File: config.mk
export PLATFORM = sky130hd
export DESIGN_NAME = complementary_waveform_unit
export DESIGN_NICKNAME = d
export VERILOG_FILES = /design/src/rtl/cwu_pkg.sv /design/src/rtl/complementary_waveform_unit.sv /design/src/rtl/deadband_counter.sv /design/src/rtl/level_sync.sv
export SDC_FILE = /design/constraint.sdc
export NUM_CORES = 1
export LEC_CHECK = 0
export BUFFER_PORTS_ARGS = -buffer_cell sky130_fd_sc_hd__buf_4
export CAP_MARGIN = 0
export CORE_UTILIZATION = 50
export CTS_CLUSTER_SIZE = 20
export DETAILED_ROUTE_END_ITERATION = 16
export HOLD_SLACK_MARGIN = 0.08
export PLACE_DENSITY = 0.77
export SYNTH_ARGS = -nofsm -noshare
export SYNTH_HDL_FRONTEND = slang
export SYNTH_SLANG_ARGS = --single-unit
File: constraint.sdc
create_clock -name pclk -period 3.1 [get_ports pclk]
set_clock_uncertainty 0.05 [all_clocks]
set_input_delay 0.62 -clock pclk [delete_from_list [all_inputs] [get_ports pclk]]
set_output_delay 0.62 -clock pclk [all_outputs]
set_load 0.05 [all_outputs]
File: src/rtl/cwu_pkg.sv
// constants shared by the complementary waveform unit files
package cwu_pkg;
    localparam int ADDR_W = 8;
    localparam int DATA_W = 32;
    localparam int DB_W = 6;
    localparam int SEL_W = 3;

    localparam real SYS_CLK_MHZ = 40.0;
    localparam real FAST_OSC_MHZ = 16.0;

    // register byte offsets
    localparam logic [7:0] UNIT_CONTROL_0_OFS = 8'h00;
    localparam logic [7:0] UNIT_CONTROL_1_OFS = 8'h04;
    localparam logic [7:0] RISE_DEADBAND_OFS = 8'h08;
    localparam logic [7:0] FALL_DEADBAND_OFS = 8'h0C;
    localparam logic [7:0] OVERRIDE_CTRL_OFS = 8'h10;
    localparam logic [7:0] UNIT_STATUS_OFS = 8'h14;

    // unit_control_0 fields
    localparam int UNIT_ENABLE_BIT = 7;
    localparam int COMP_OE_BIT = 6;
    localparam int PRIM_OE_BIT = 5;
    localparam int COMP_POL_BIT = 4;
    localparam int PRIM_POL_BIT = 3;
    localparam int CLK_SEL_BIT = 0;

    // override_ctrl fields
    localparam int OVR_EN_BIT = 0;
    localparam int OVR_PRIM_BIT = 1;
    localparam int OVR_COMP_BIT = 2;

    // unit_status fields
    localparam int ST_PRIM_BIT = 0;
    localparam int ST_COMP_BIT = 1;
    localparam int ST_SRC_BIT = 2;
    localparam int ST_RISE_BUSY_BIT = 3;
    localparam int ST_FALL_BUSY_BIT = 4;

    // reset values
    localparam logic [7:0] CTRL0_RESET = 8'h00;
    localparam logic [SEL_W-1:0] SEL_RESET = 3'h0;
    localparam logic [DB_W-1:0] DB_RESET = 6'h00;
    localparam logic [2:0] OVR_RESET = 3'h0;

    // source select codes; 100..111 are reserved and select a low level
    localparam logic [SEL_W-1:0] SRC_COMPARATOR = 3'h0;
    localparam logic [SEL_W-1:0] SRC_PWM_ONE = 3'h1;
    localparam logic [SEL_W-1:0] SRC_PWM_TWO = 3'h2;
    localparam logic [SEL_W-1:0] SRC_PWM_THREE = 3'h3;

    localparam int SYNC_STAGES = 2;
endpackage : cwu_pkg

File: src/rtl/complementary_waveform_unit.sv
// complementary waveform unit with dead band and an apb register slave
//
// Notes on behaviour
// two drives, primary and complementary, come from one selected source
// one control bit picks pclk or the 16 MHz fast oscillator for counting
// a three-bit field picks comparator or one of three pwm channels
// on enable both drives start cleared before any edge is handled
// each pin has an enable; clear means the unit leaves the pin alone
// with the unit disabled, pin enables and levels do nothing
// each output has a polarity bit; set is active high, clear active low
// override levels go to the pins without polarity inversion
// two independent six-bit counters, one per input edge direction
// dead band counts clock periods from zero up to the programmed value
// rising edge: complementary off now, primary on after rise count
// rise dead band is programmable as a count of block clock periods
// falling edge: primary off now, complementary on after fall count
// fall dead band is programmed independently of the rise value
// a count of zero adds no delay
// input reverting before the count ends gives no output pulse
// realised dead band may vary by at most one block clock period
// select codes 000 comparator, 001 to 011 pwm channels, rest reserved
// selected input is synchronised; each edge restarts its counter at zero
//
// The APB register port and the register addresses are this design's own decisions.
`timescale 1ns/1ps
`default_nettype none
module complementary_waveform_unit (
    input wire logic pclk,
    input wire logic presetn,
    input wire logic psel,
    input wire logic penable,
    input wire logic pwrite,
    input wire logic [cwu_pkg::ADDR_W-1:0] paddr,
    input wire logic [cwu_pkg::DATA_W-1:0] pwdata,
    output logic [cwu_pkg::DATA_W-1:0] prdata,
    output logic pready,
    output logic pslverr,
    input wire logic comparator_sync_out,
    input wire logic pwm_channel_one_out,
    input wire logic pwm_channel_two_out,
    input wire logic pwm_channel_three_out,
    input wire logic internal_fast_oscillator,
    output logic primary_drive_out,
    output logic primary_drive_oe,
    output logic complementary_drive_out,
    output logic complementary_drive_oe
);
    import cwu_pkg::*;

    function automatic logic reg_mapped(input logic [ADDR_W-1:0] a);
        reg_mapped = (a == UNIT_CONTROL_0_OFS) || (a == UNIT_CONTROL_1_OFS) ||
                     (a == RISE_DEADBAND_OFS) || (a == FALL_DEADBAND_OFS) ||
                     (a == OVERRIDE_CTRL_OFS) || (a == UNIT_STATUS_OFS);
    endfunction

    // register file
    logic [7:0] ctrl0_r, ctrl0_nxt;
    logic [SEL_W-1:0] src_sel_r, src_sel_nxt;
    logic [DB_W-1:0] rise_db_r, rise_db_nxt;
    logic [DB_W-1:0] fall_db_r, fall_db_nxt;
    logic [2:0] ovr_r, ovr_nxt;
    logic [DATA_W-1:0] prdata_r, prdata_nxt;
    logic pready_r, pready_nxt;
    logic pslverr_r, pslverr_nxt;
    logic [DATA_W-1:0] status_word;
    logic setup_phase;
    logic write_hit;

    logic drive_a_r, drive_a_nxt;
    logic drive_b_r, drive_b_nxt;
    logic src_s;
    logic rise_busy;
    logic fall_busy;

    assign setup_phase = psel && !penable;
    // writes land on the access edge only, when the slave answers ready
    assign write_hit = psel && penable && pready_r && pwrite && !pslverr_r;

    always_comb begin
        status_word = '0;
        status_word[ST_PRIM_BIT] = drive_a_r;
        status_word[ST_COMP_BIT] = drive_b_r;
        status_word[ST_SRC_BIT] = src_s;
        status_word[ST_RISE_BUSY_BIT] = rise_busy;
        status_word[ST_FALL_BUSY_BIT] = fall_busy;
    end

    always_comb begin
        ctrl0_nxt = ctrl0_r;
        src_sel_nxt = src_sel_r;
        rise_db_nxt = rise_db_r;
        fall_db_nxt = fall_db_r;
        ovr_nxt = ovr_r;
        prdata_nxt = prdata_r;
        // one wait-free access: ready follows the setup cycle
        pready_nxt = setup_phase;
        pslverr_nxt = setup_phase && !reg_mapped(paddr);
        if (setup_phase && !pwrite) begin
            unique case (paddr)
                UNIT_CONTROL_0_OFS: prdata_nxt = {24'h000000, ctrl0_r & 8'hF9};
                UNIT_CONTROL_1_OFS: prdata_nxt = {29'h00000000, src_sel_r};
                RISE_DEADBAND_OFS: prdata_nxt = {26'h0000000, rise_db_r};
                FALL_DEADBAND_OFS: prdata_nxt = {26'h0000000, fall_db_r};
                OVERRIDE_CTRL_OFS: prdata_nxt = {29'h00000000, ovr_r};
                UNIT_STATUS_OFS: prdata_nxt = status_word;
                default: prdata_nxt = '0;
            endcase
        end
        if (write_hit) begin
            unique case (paddr)
                UNIT_CONTROL_0_OFS: ctrl0_nxt = pwdata[7:0] & 8'hF9;
                UNIT_CONTROL_1_OFS: src_sel_nxt = pwdata[SEL_W-1:0];
                RISE_DEADBAND_OFS: rise_db_nxt = pwdata[DB_W-1:0];
                FALL_DEADBAND_OFS: fall_db_nxt = pwdata[DB_W-1:0];
                OVERRIDE_CTRL_OFS: ovr_nxt = pwdata[2:0];
                default: ;
            endcase
        end
    end

    always_ff @(posedge pclk or negedge presetn) begin
        if (!presetn) begin
            ctrl0_r <= CTRL0_RESET;
            src_sel_r <= SEL_RESET;
            rise_db_r <= DB_RESET;
            fall_db_r <= DB_RESET;
            ovr_r <= OVR_RESET;
            prdata_r <= '0;
            pready_r <= 1'b0;
            pslverr_r <= 1'b0;
        end else begin
            ctrl0_r <= ctrl0_nxt;
            src_sel_r <= src_sel_nxt;
            rise_db_r <= rise_db_nxt;
            fall_db_r <= fall_db_nxt;
            ovr_r <= ovr_nxt;
            prdata_r <= prdata_nxt;
            pready_r <= pready_nxt;
            pslverr_r <= pslverr_nxt;
        end
    end

    assign prdata = prdata_r;
    assign pready = pready_r;
    assign pslverr = pslverr_r;

    logic unit_en;
    assign unit_en = ctrl0_r[UNIT_ENABLE_BIT];

    // source selection and synchronisers
    logic src_raw;
    logic osc_s;
    logic [1:0] sync_q;

    always_comb begin
        unique case (src_sel_r)
            SRC_COMPARATOR: src_raw = comparator_sync_out;
            SRC_PWM_ONE: src_raw = pwm_channel_one_out;
            SRC_PWM_TWO: src_raw = pwm_channel_two_out;
            SRC_PWM_THREE: src_raw = pwm_channel_three_out;
            default: src_raw = 1'b0;
        endcase
    end

    // source edges may be asynchronous; syncing costs up to one period of jitter
    level_sync #(.WIDTH(2)) u_sync (
        .pclk(pclk),
        .presetn(presetn),
        .async_in({internal_fast_oscillator, src_raw}),
        .sync_out(sync_q)
    );
    assign src_s = sync_q[0];
    assign osc_s = sync_q[1];

    // edge and tick detection
    logic src_prev_r, src_prev_nxt;
    logic osc_prev_r, osc_prev_nxt;
    logic en_prev_r, en_prev_nxt;
    logic rise_edge, fall_edge, en_rise, tick;

    always_comb begin
        src_prev_nxt = src_s;
        osc_prev_nxt = osc_s;
        en_prev_nxt = unit_en;
        rise_edge = unit_en && src_s && !src_prev_r;
        fall_edge = unit_en && !src_s && src_prev_r;
        en_rise = unit_en && !en_prev_r;
        // sampling the 16 MHz oscillator at 40 MHz keeps every edge visible
        tick = ctrl0_r[CLK_SEL_BIT] ? (osc_s && !osc_prev_r) : 1'b1;
    end

    always_ff @(posedge pclk or negedge presetn) begin
        if (!presetn) begin
            src_prev_r <= 1'b0;
            osc_prev_r <= 1'b0;
            en_prev_r <= 1'b0;
        end else begin
            src_prev_r <= src_prev_nxt;
            osc_prev_r <= osc_prev_nxt;
            en_prev_r <= en_prev_nxt;
        end
    end

    // dead-band counters
    logic rise_done, fall_done;
    logic rise_start, fall_start;

    assign rise_start = rise_edge && !en_rise;
    assign fall_start = fall_edge && !en_rise;

    // the opposite edge aborts a pending count
    deadband_counter u_rise_db (
        .pclk(pclk),
        .presetn(presetn),
        .start(rise_start),
        .abort(fall_edge || !unit_en),
        .tick(tick),
        .limit(rise_db_r),
        .done(rise_done),
        .busy(rise_busy)
    );

    deadband_counter u_fall_db (
        .pclk(pclk),
        .presetn(presetn),
        .start(fall_start),
        .abort(rise_edge || !unit_en),
        .tick(tick),
        .limit(fall_db_r),
        .done(fall_done),
        .busy(fall_busy)
    );

    // complementary drive state, both drives from the one synced source
    always_comb begin
        drive_a_nxt = drive_a_r;
        drive_b_nxt = drive_b_r;
        if (!unit_en || en_rise) begin
            drive_a_nxt = 1'b0;
            drive_b_nxt = 1'b0;
        end else begin
            if (rise_start) begin
                drive_b_nxt = 1'b0;
            end
            if (rise_done) begin
                drive_a_nxt = 1'b1;
            end
            if (fall_start) begin
                drive_a_nxt = 1'b0;
            end
            if (fall_done) begin
                drive_b_nxt = 1'b1;
            end
        end
    end

    always_ff @(posedge pclk or negedge presetn) begin
        if (!presetn) begin
            drive_a_r <= 1'b0;
            drive_b_r <= 1'b0;
        end else begin
            drive_a_r <= drive_a_nxt;
            drive_b_r <= drive_b_nxt;
        end
    end

    // pin stage
    logic pa_out_r, pa_out_nxt, pa_oe_r, pa_oe_nxt;
    logic pb_out_r, pb_out_nxt, pb_oe_r, pb_oe_nxt;

    always_comb begin
        // a pin with its enable clear is released and idles low
        pa_oe_nxt = unit_en && ctrl0_r[PRIM_OE_BIT];
        pb_oe_nxt = unit_en && ctrl0_r[COMP_OE_BIT];
        pa_out_nxt = 1'b0;
        pb_out_nxt = 1'b0;
        if (ovr_r[OVR_EN_BIT]) begin
            pa_out_nxt = pa_oe_nxt && ovr_r[OVR_PRIM_BIT];
            pb_out_nxt = pb_oe_nxt && ovr_r[OVR_COMP_BIT];
        end else begin
            pa_out_nxt = pa_oe_nxt && (drive_a_r ~^ ctrl0_r[PRIM_POL_BIT]);
            pb_out_nxt = pb_oe_nxt && (drive_b_r ~^ ctrl0_r[COMP_POL_BIT]);
        end
    end

    always_ff @(posedge pclk or negedge presetn) begin
        if (!presetn) begin
            pa_out_r <= 1'b0;
            pa_oe_r <= 1'b0;
            pb_out_r <= 1'b0;
            pb_oe_r <= 1'b0;
        end else begin
            pa_out_r <= pa_out_nxt;
            pa_oe_r <= pa_oe_nxt;
            pb_out_r <= pb_out_nxt;
            pb_oe_r <= pb_oe_nxt;
        end
    end

    assign primary_drive_out = pa_out_r;
    assign primary_drive_oe = pa_oe_r;
    assign complementary_drive_out = pb_out_r;
    assign complementary_drive_oe = pb_oe_r;

    // checks
    no_overlap_a: assert property (@(posedge pclk) disable iff (!presetn)
        !(drive_a_r && drive_b_r))
        else $error("both drives on together");

    disabled_pins_a: assert property (@(posedge pclk) disable iff (!presetn)
        !unit_en |=> !primary_drive_oe && !complementary_drive_oe && !primary_drive_out)
        else $error("pins driven while unit disabled");

    enable_clear_a: assert property (@(posedge pclk) disable iff (!presetn)
        en_rise |=> !drive_a_r && !drive_b_r)
        else $error("drives not cleared on enable");

    rise_off_a: assert property (@(posedge pclk) disable iff (!presetn)
        rise_start && (rise_db_r != '0) |=> !drive_b_r && !drive_a_r)
        else $error("rising edge did not turn complementary off");

    fall_off_a: assert property (@(posedge pclk) disable iff (!presetn)
        fall_start && (fall_db_r != '0) |=> !drive_a_r && !drive_b_r)
        else $error("falling edge did not turn primary off");

    zero_delay_a: assert property (@(posedge pclk) disable iff (!presetn)
        rise_start && (rise_db_r == '0) |=> drive_a_r)
        else $error("zero dead band delayed primary");

    rise_delay_a: assert property (@(posedge pclk) disable iff (!presetn)
        rise_start && !ctrl0_r[CLK_SEL_BIT] && (rise_db_r == 6'h04) && unit_en
        ##1 (src_s && unit_en)[*4] |=> drive_a_r && !$past(drive_a_r))
        else $error("rise dead band length wrong");

    polarity_a: assert property (@(posedge pclk) disable iff (!presetn)
        unit_en && ctrl0_r[PRIM_OE_BIT] && !ovr_r[OVR_EN_BIT]
        |=> primary_drive_out == ($past(drive_a_r) ~^ $past(ctrl0_r[PRIM_POL_BIT])))
        else $error("primary polarity wrong");

    override_a: assert property (@(posedge pclk) disable iff (!presetn)
        unit_en && ctrl0_r[COMP_OE_BIT] && ovr_r[OVR_EN_BIT]
        |=> complementary_drive_out == $past(ovr_r[OVR_COMP_BIT]))
        else $error("override level altered");

    reserved_src_a: assert property (@(posedge pclk) disable iff (!presetn)
        (src_sel_r > SRC_PWM_THREE) |-> !src_raw)
        else $error("reserved source code passed a signal");
endmodule // complementary_waveform_unit
`default_nettype wire

File: src/rtl/deadband_counter.sv
// one dead-band counter: counts ticks from zero up to the programmed limit
`timescale 1ns/1ps
`default_nettype none
module deadband_counter (
    input wire logic pclk,
    input wire logic presetn,
    input wire logic start,
    input wire logic abort,
    input wire logic tick,
    input wire logic [cwu_pkg::DB_W-1:0] limit,
    output logic done,
    output logic busy
);
    import cwu_pkg::*;

    logic [DB_W-1:0] count_r;
    logic [DB_W-1:0] count_nxt;
    logic busy_r;
    logic busy_nxt;

    always_comb begin
        count_nxt = count_r;
        busy_nxt = busy_r;
        done = 1'b0;
        if (abort) begin
            // input went back before the count finished: nothing fires
            busy_nxt = 1'b0;
            count_nxt = '0;
        end else if (start) begin
            count_nxt = '0;
            if (limit == '0) begin
                done = 1'b1;
                busy_nxt = 1'b0;
            end else begin
                busy_nxt = 1'b1;
            end
        end else if (busy_r && tick) begin
            count_nxt = DB_W'(count_r + 6'h01);
            if (DB_W'(count_r + 6'h01) == limit) begin
                done = 1'b1;
                busy_nxt = 1'b0;
            end
        end
    end

    always_ff @(posedge pclk or negedge presetn) begin
        if (!presetn) begin
            count_r <= '0;
            busy_r <= 1'b0;
        end else begin
            count_r <= count_nxt;
            busy_r <= busy_nxt;
        end
    end

    assign busy = busy_r;

    start_arms_a: assert property (@(posedge pclk) disable iff (!presetn)
        start && !abort && (limit != '0) |=> busy_r && (count_r == '0))
        else $error("counter did not arm from zero on start");
endmodule // deadband_counter
`default_nettype wire

File: src/rtl/level_sync.sv
// two flip-flop synchroniser for a bundle of levels
`timescale 1ns/1ps
`default_nettype none
module level_sync #(
    parameter int WIDTH = 2
) (
    input wire logic pclk,
    input wire logic presetn,
    input wire logic [WIDTH-1:0] async_in,
    output logic [WIDTH-1:0] sync_out
);
    logic [WIDTH-1:0] meta_r;
    logic [WIDTH-1:0] stage_r;

    always_ff @(posedge pclk or negedge presetn) begin
        if (!presetn) begin
            meta_r <= '0;
            stage_r <= '0;
        end else begin
            meta_r <= async_in;
            stage_r <= meta_r;
        end
    end

    assign sync_out = stage_r;
endmodule // level_sync
`default_nettype wire

==> metrics.txt <==
Std-Cell Rows=29; post-synthesis cell area=0.00327 mm^2; worst slew pin tran=0.766 ns; Reg-to-Reg End=drive_a_r$_DFFE_PN0P_; CTS tree=yes; Async SR Flop Fraction=100%; gr usage total=20.1%; CP Launch Type=flop; worst path required time=3.33 ns; reg2reg path depth=6; total power=1750 uW; unrepaired setup endpoints after global routing=false; Synth Area per Inst=10.9 um^2; M1 wire length=2.99 mm; fin crit period=2.02 ns; Setup Fix Bufs, Post-CTS=0; maximum vdd drop=0.000485 V; WP data arrival=2.25 ns; leak pwr=0.00178 uW; max-slew violations=0; commonest non-fill, non-tap cell in the layout=dfrtp_1; largest net degree at the start of global routing=62; Post-CTS Resized=0; most frequent cells in the layout=dfrtp_1 (61), buf_4 (39), mux2_2 (28); critical path class=flop to flop; layout cell share with drive strength beyond 1=26.4%; CTS H-tree depth=3; Final Cycle Share=65.1%; Die X=82.8 um; Ant. Diodes=0; Worst Setup End Kind=flop; Total Wirelength=6.40 mm; met2 routed WL=2.98 mm; die height=82.8 um; Hold Crit Class=input port to asynchronous set/reset pin; PD cells=470 mW/mm^2; Total Neg Setup Slack=0 ns; Via Count=2293; PnR worst setup slack=1.08 ns; total die area=0.00686 mm^2; # DRC=0; vias in the first global route=2181; #FFs+latches synth=61; Mapped Cells=301; EDFF count, synth=0; # setup viols final=0; final hold vios=0; remaining antenna violation count after routing=0; Yosys warning count=0; Num CTS Buffers=9; Primary FF master, synth=dfrtp_1; clk sinks=61; CTS root buffer=clkbuf_8; FF-to-FF setup slack=1.08 ns; port bufs=39; Slew headroom=48.9%; count of different cell masters after synthesis=54; drt pass-1 iters=4; Core Region=0.00631 mm^2; Layout area overhead=14.2%; crit-path max FO=5; Top Layer Used=met4; CTS Hold Buffers Added=0; Final GP Congestion=0.859; fill cell count=522; number of I/O pins=88; outcome=completed; post-synthesis sequential area ratio=46.7%; final core occ=59.1%; # nets final=392; Longest Clk Path Bufs=2; worst flop-to-flop path startpoint=u_rise_db.count_r[0]$_DFFE_PN0P_; initial DRC count=157; vias per cell=5.43; Clock transition at path regs=0.07 ns; initial antenna violation count=0; wire per inst=15.2 um; Worst-Skew Late Latency=0.34 ns; Setup WS pre-CTS=0.830 ns; first-pass GRT wire length=10.7 mm; Max Fclk=496 MHz; HPWL after DPL=4.55 mm; total grt overflow=0; Max-cap violations=0; DR WL met3=323 um; Initial Utilization=51.7%
logic make-up after synthesis:
group | count (synthesis) | synth area share, %
buffers and inverters | 40 | 7.85
AOI/OAI and AO/OA | 44 | 9.77
and+or+nand+nor | 90 | 14.6
other | 1 | 0.115
adders and majority gates | 2 | 0.766
muxes | 38 | 13.5
DFF | 61 | 46.7
xor gates and xnor gates | 25 | 6.70
worst max-delay path by stage:
stage / start / cells after the start / to / slack [ns]
2_1_floorplan: pready$_DFF_PN0_ / 5 / fall_db_r[0]$_DFFE_PN0P_ / 1.18
3_3_place_gp: paddr[1] / 6 / fall_db_r[1]$_DFFE_PN0P_ / 0.87
3_5_place_dp: paddr[1] / 6 / fall_db_r[4]$_DFFE_PN0P_ / 0.83
4_1_cts: u_rise_db.count_r[0]$_DFFE_PN0P_ / 6 / drive_a_r$_DFFE_PN0P_ / 1.10
5_1_grt: u_rise_db.count_r[0]$_DFFE_PN0P_ / 6 / drive_a_r$_DFFE_PN0P_ / 0.98
6_report: u_rise_db.count_r[0]$_DFFE_PN0P_ / 6 / drive_a_r$_DFFE_PN0P_ / 1.08
registers in the layout (all words and copies together), names as in the netlist, 2 cells and up:
name               flops
rise_db_r              6
src_sel_r              3
u_fall_db.count_r      6
ovr_r                  3
fall_db_r              6
prdata                 8
ctrl0_r                6
u_sync.sync_out        2
u_sync.meta_r          2
u_rise_db.count_r      6
metrics by stage:
stage | hold WS [ns] | instances | cell area, um^2
after detailed placement | 0.285 | 406 | 3510
after CTS | 0.294 | 422 | 3730
final | 0.291 | 422 | 3730
after global placement | 0.282 | 406 | 3510
after global routing | 0.296 | 422 | 3730
after floorplan | 0.274 | 324 | 3350
power breakdown:
part / internal [uW] / switching, uW
logic: 34.6 / 113
registers: 802 / 5.91
clock network: 473 / 326
critical path, cell delays in order (launching register included):
cell,delay [ns]
dfrtp_1,0.45
ha_1,0.35
xnor2_1,0.15
o311ai_0,0.15
or3_1,0.38
a211oi_2,0.27
o31a_1,0.16
cells in the mapped netlist (all sizes together), types with 4 or more instances:
cell / instances / area, um^2
dfrtp: 61 / 1530
nand3: 7 / 35.0
nor3: 4 / 31.3
mux2i: 8 / 80.1
nand2: 19 / 71.3
and2: 6 / 37.5
clkbuf: 6 / 22.5
nand3b: 4 / 33.8
buf: 28 / 211
nor2: 26 / 97.6
o21ai: 7 / 35.0
xnor2: 13 / 114
nand2b: 4 / 32.5
inv: 6 / 22.5
xor2: 12 / 105
a22o: 5 / 43.8
nand4: 5 / 31.3
mux2: 28 / 315
a21oi: 7 / 35.0
nor2b: 5 / 31.3
metal layers:
metal / track usage (%) / up-vias
met2: 29.7 / 70
met1: 28.3 / 1111
li1: - / 1099
met4: 7.68 / 0
met3: 5.37 / 13
met5: 0 / -
area by class of cell:
cell class                 instances  area [um^2]  share of cell area, %
timing repair buffer              39          293                   7.84
inverter                           6         22.5                  0.603
multi-input combinational        223         1570                   42.1
sequential                        61         1530                   40.9
clock inverter                     6         86.3                   2.31
tap                               77         96.3                   2.58
clock buffer                      10          138                   3.69
(Power assumes the default switching activity.)
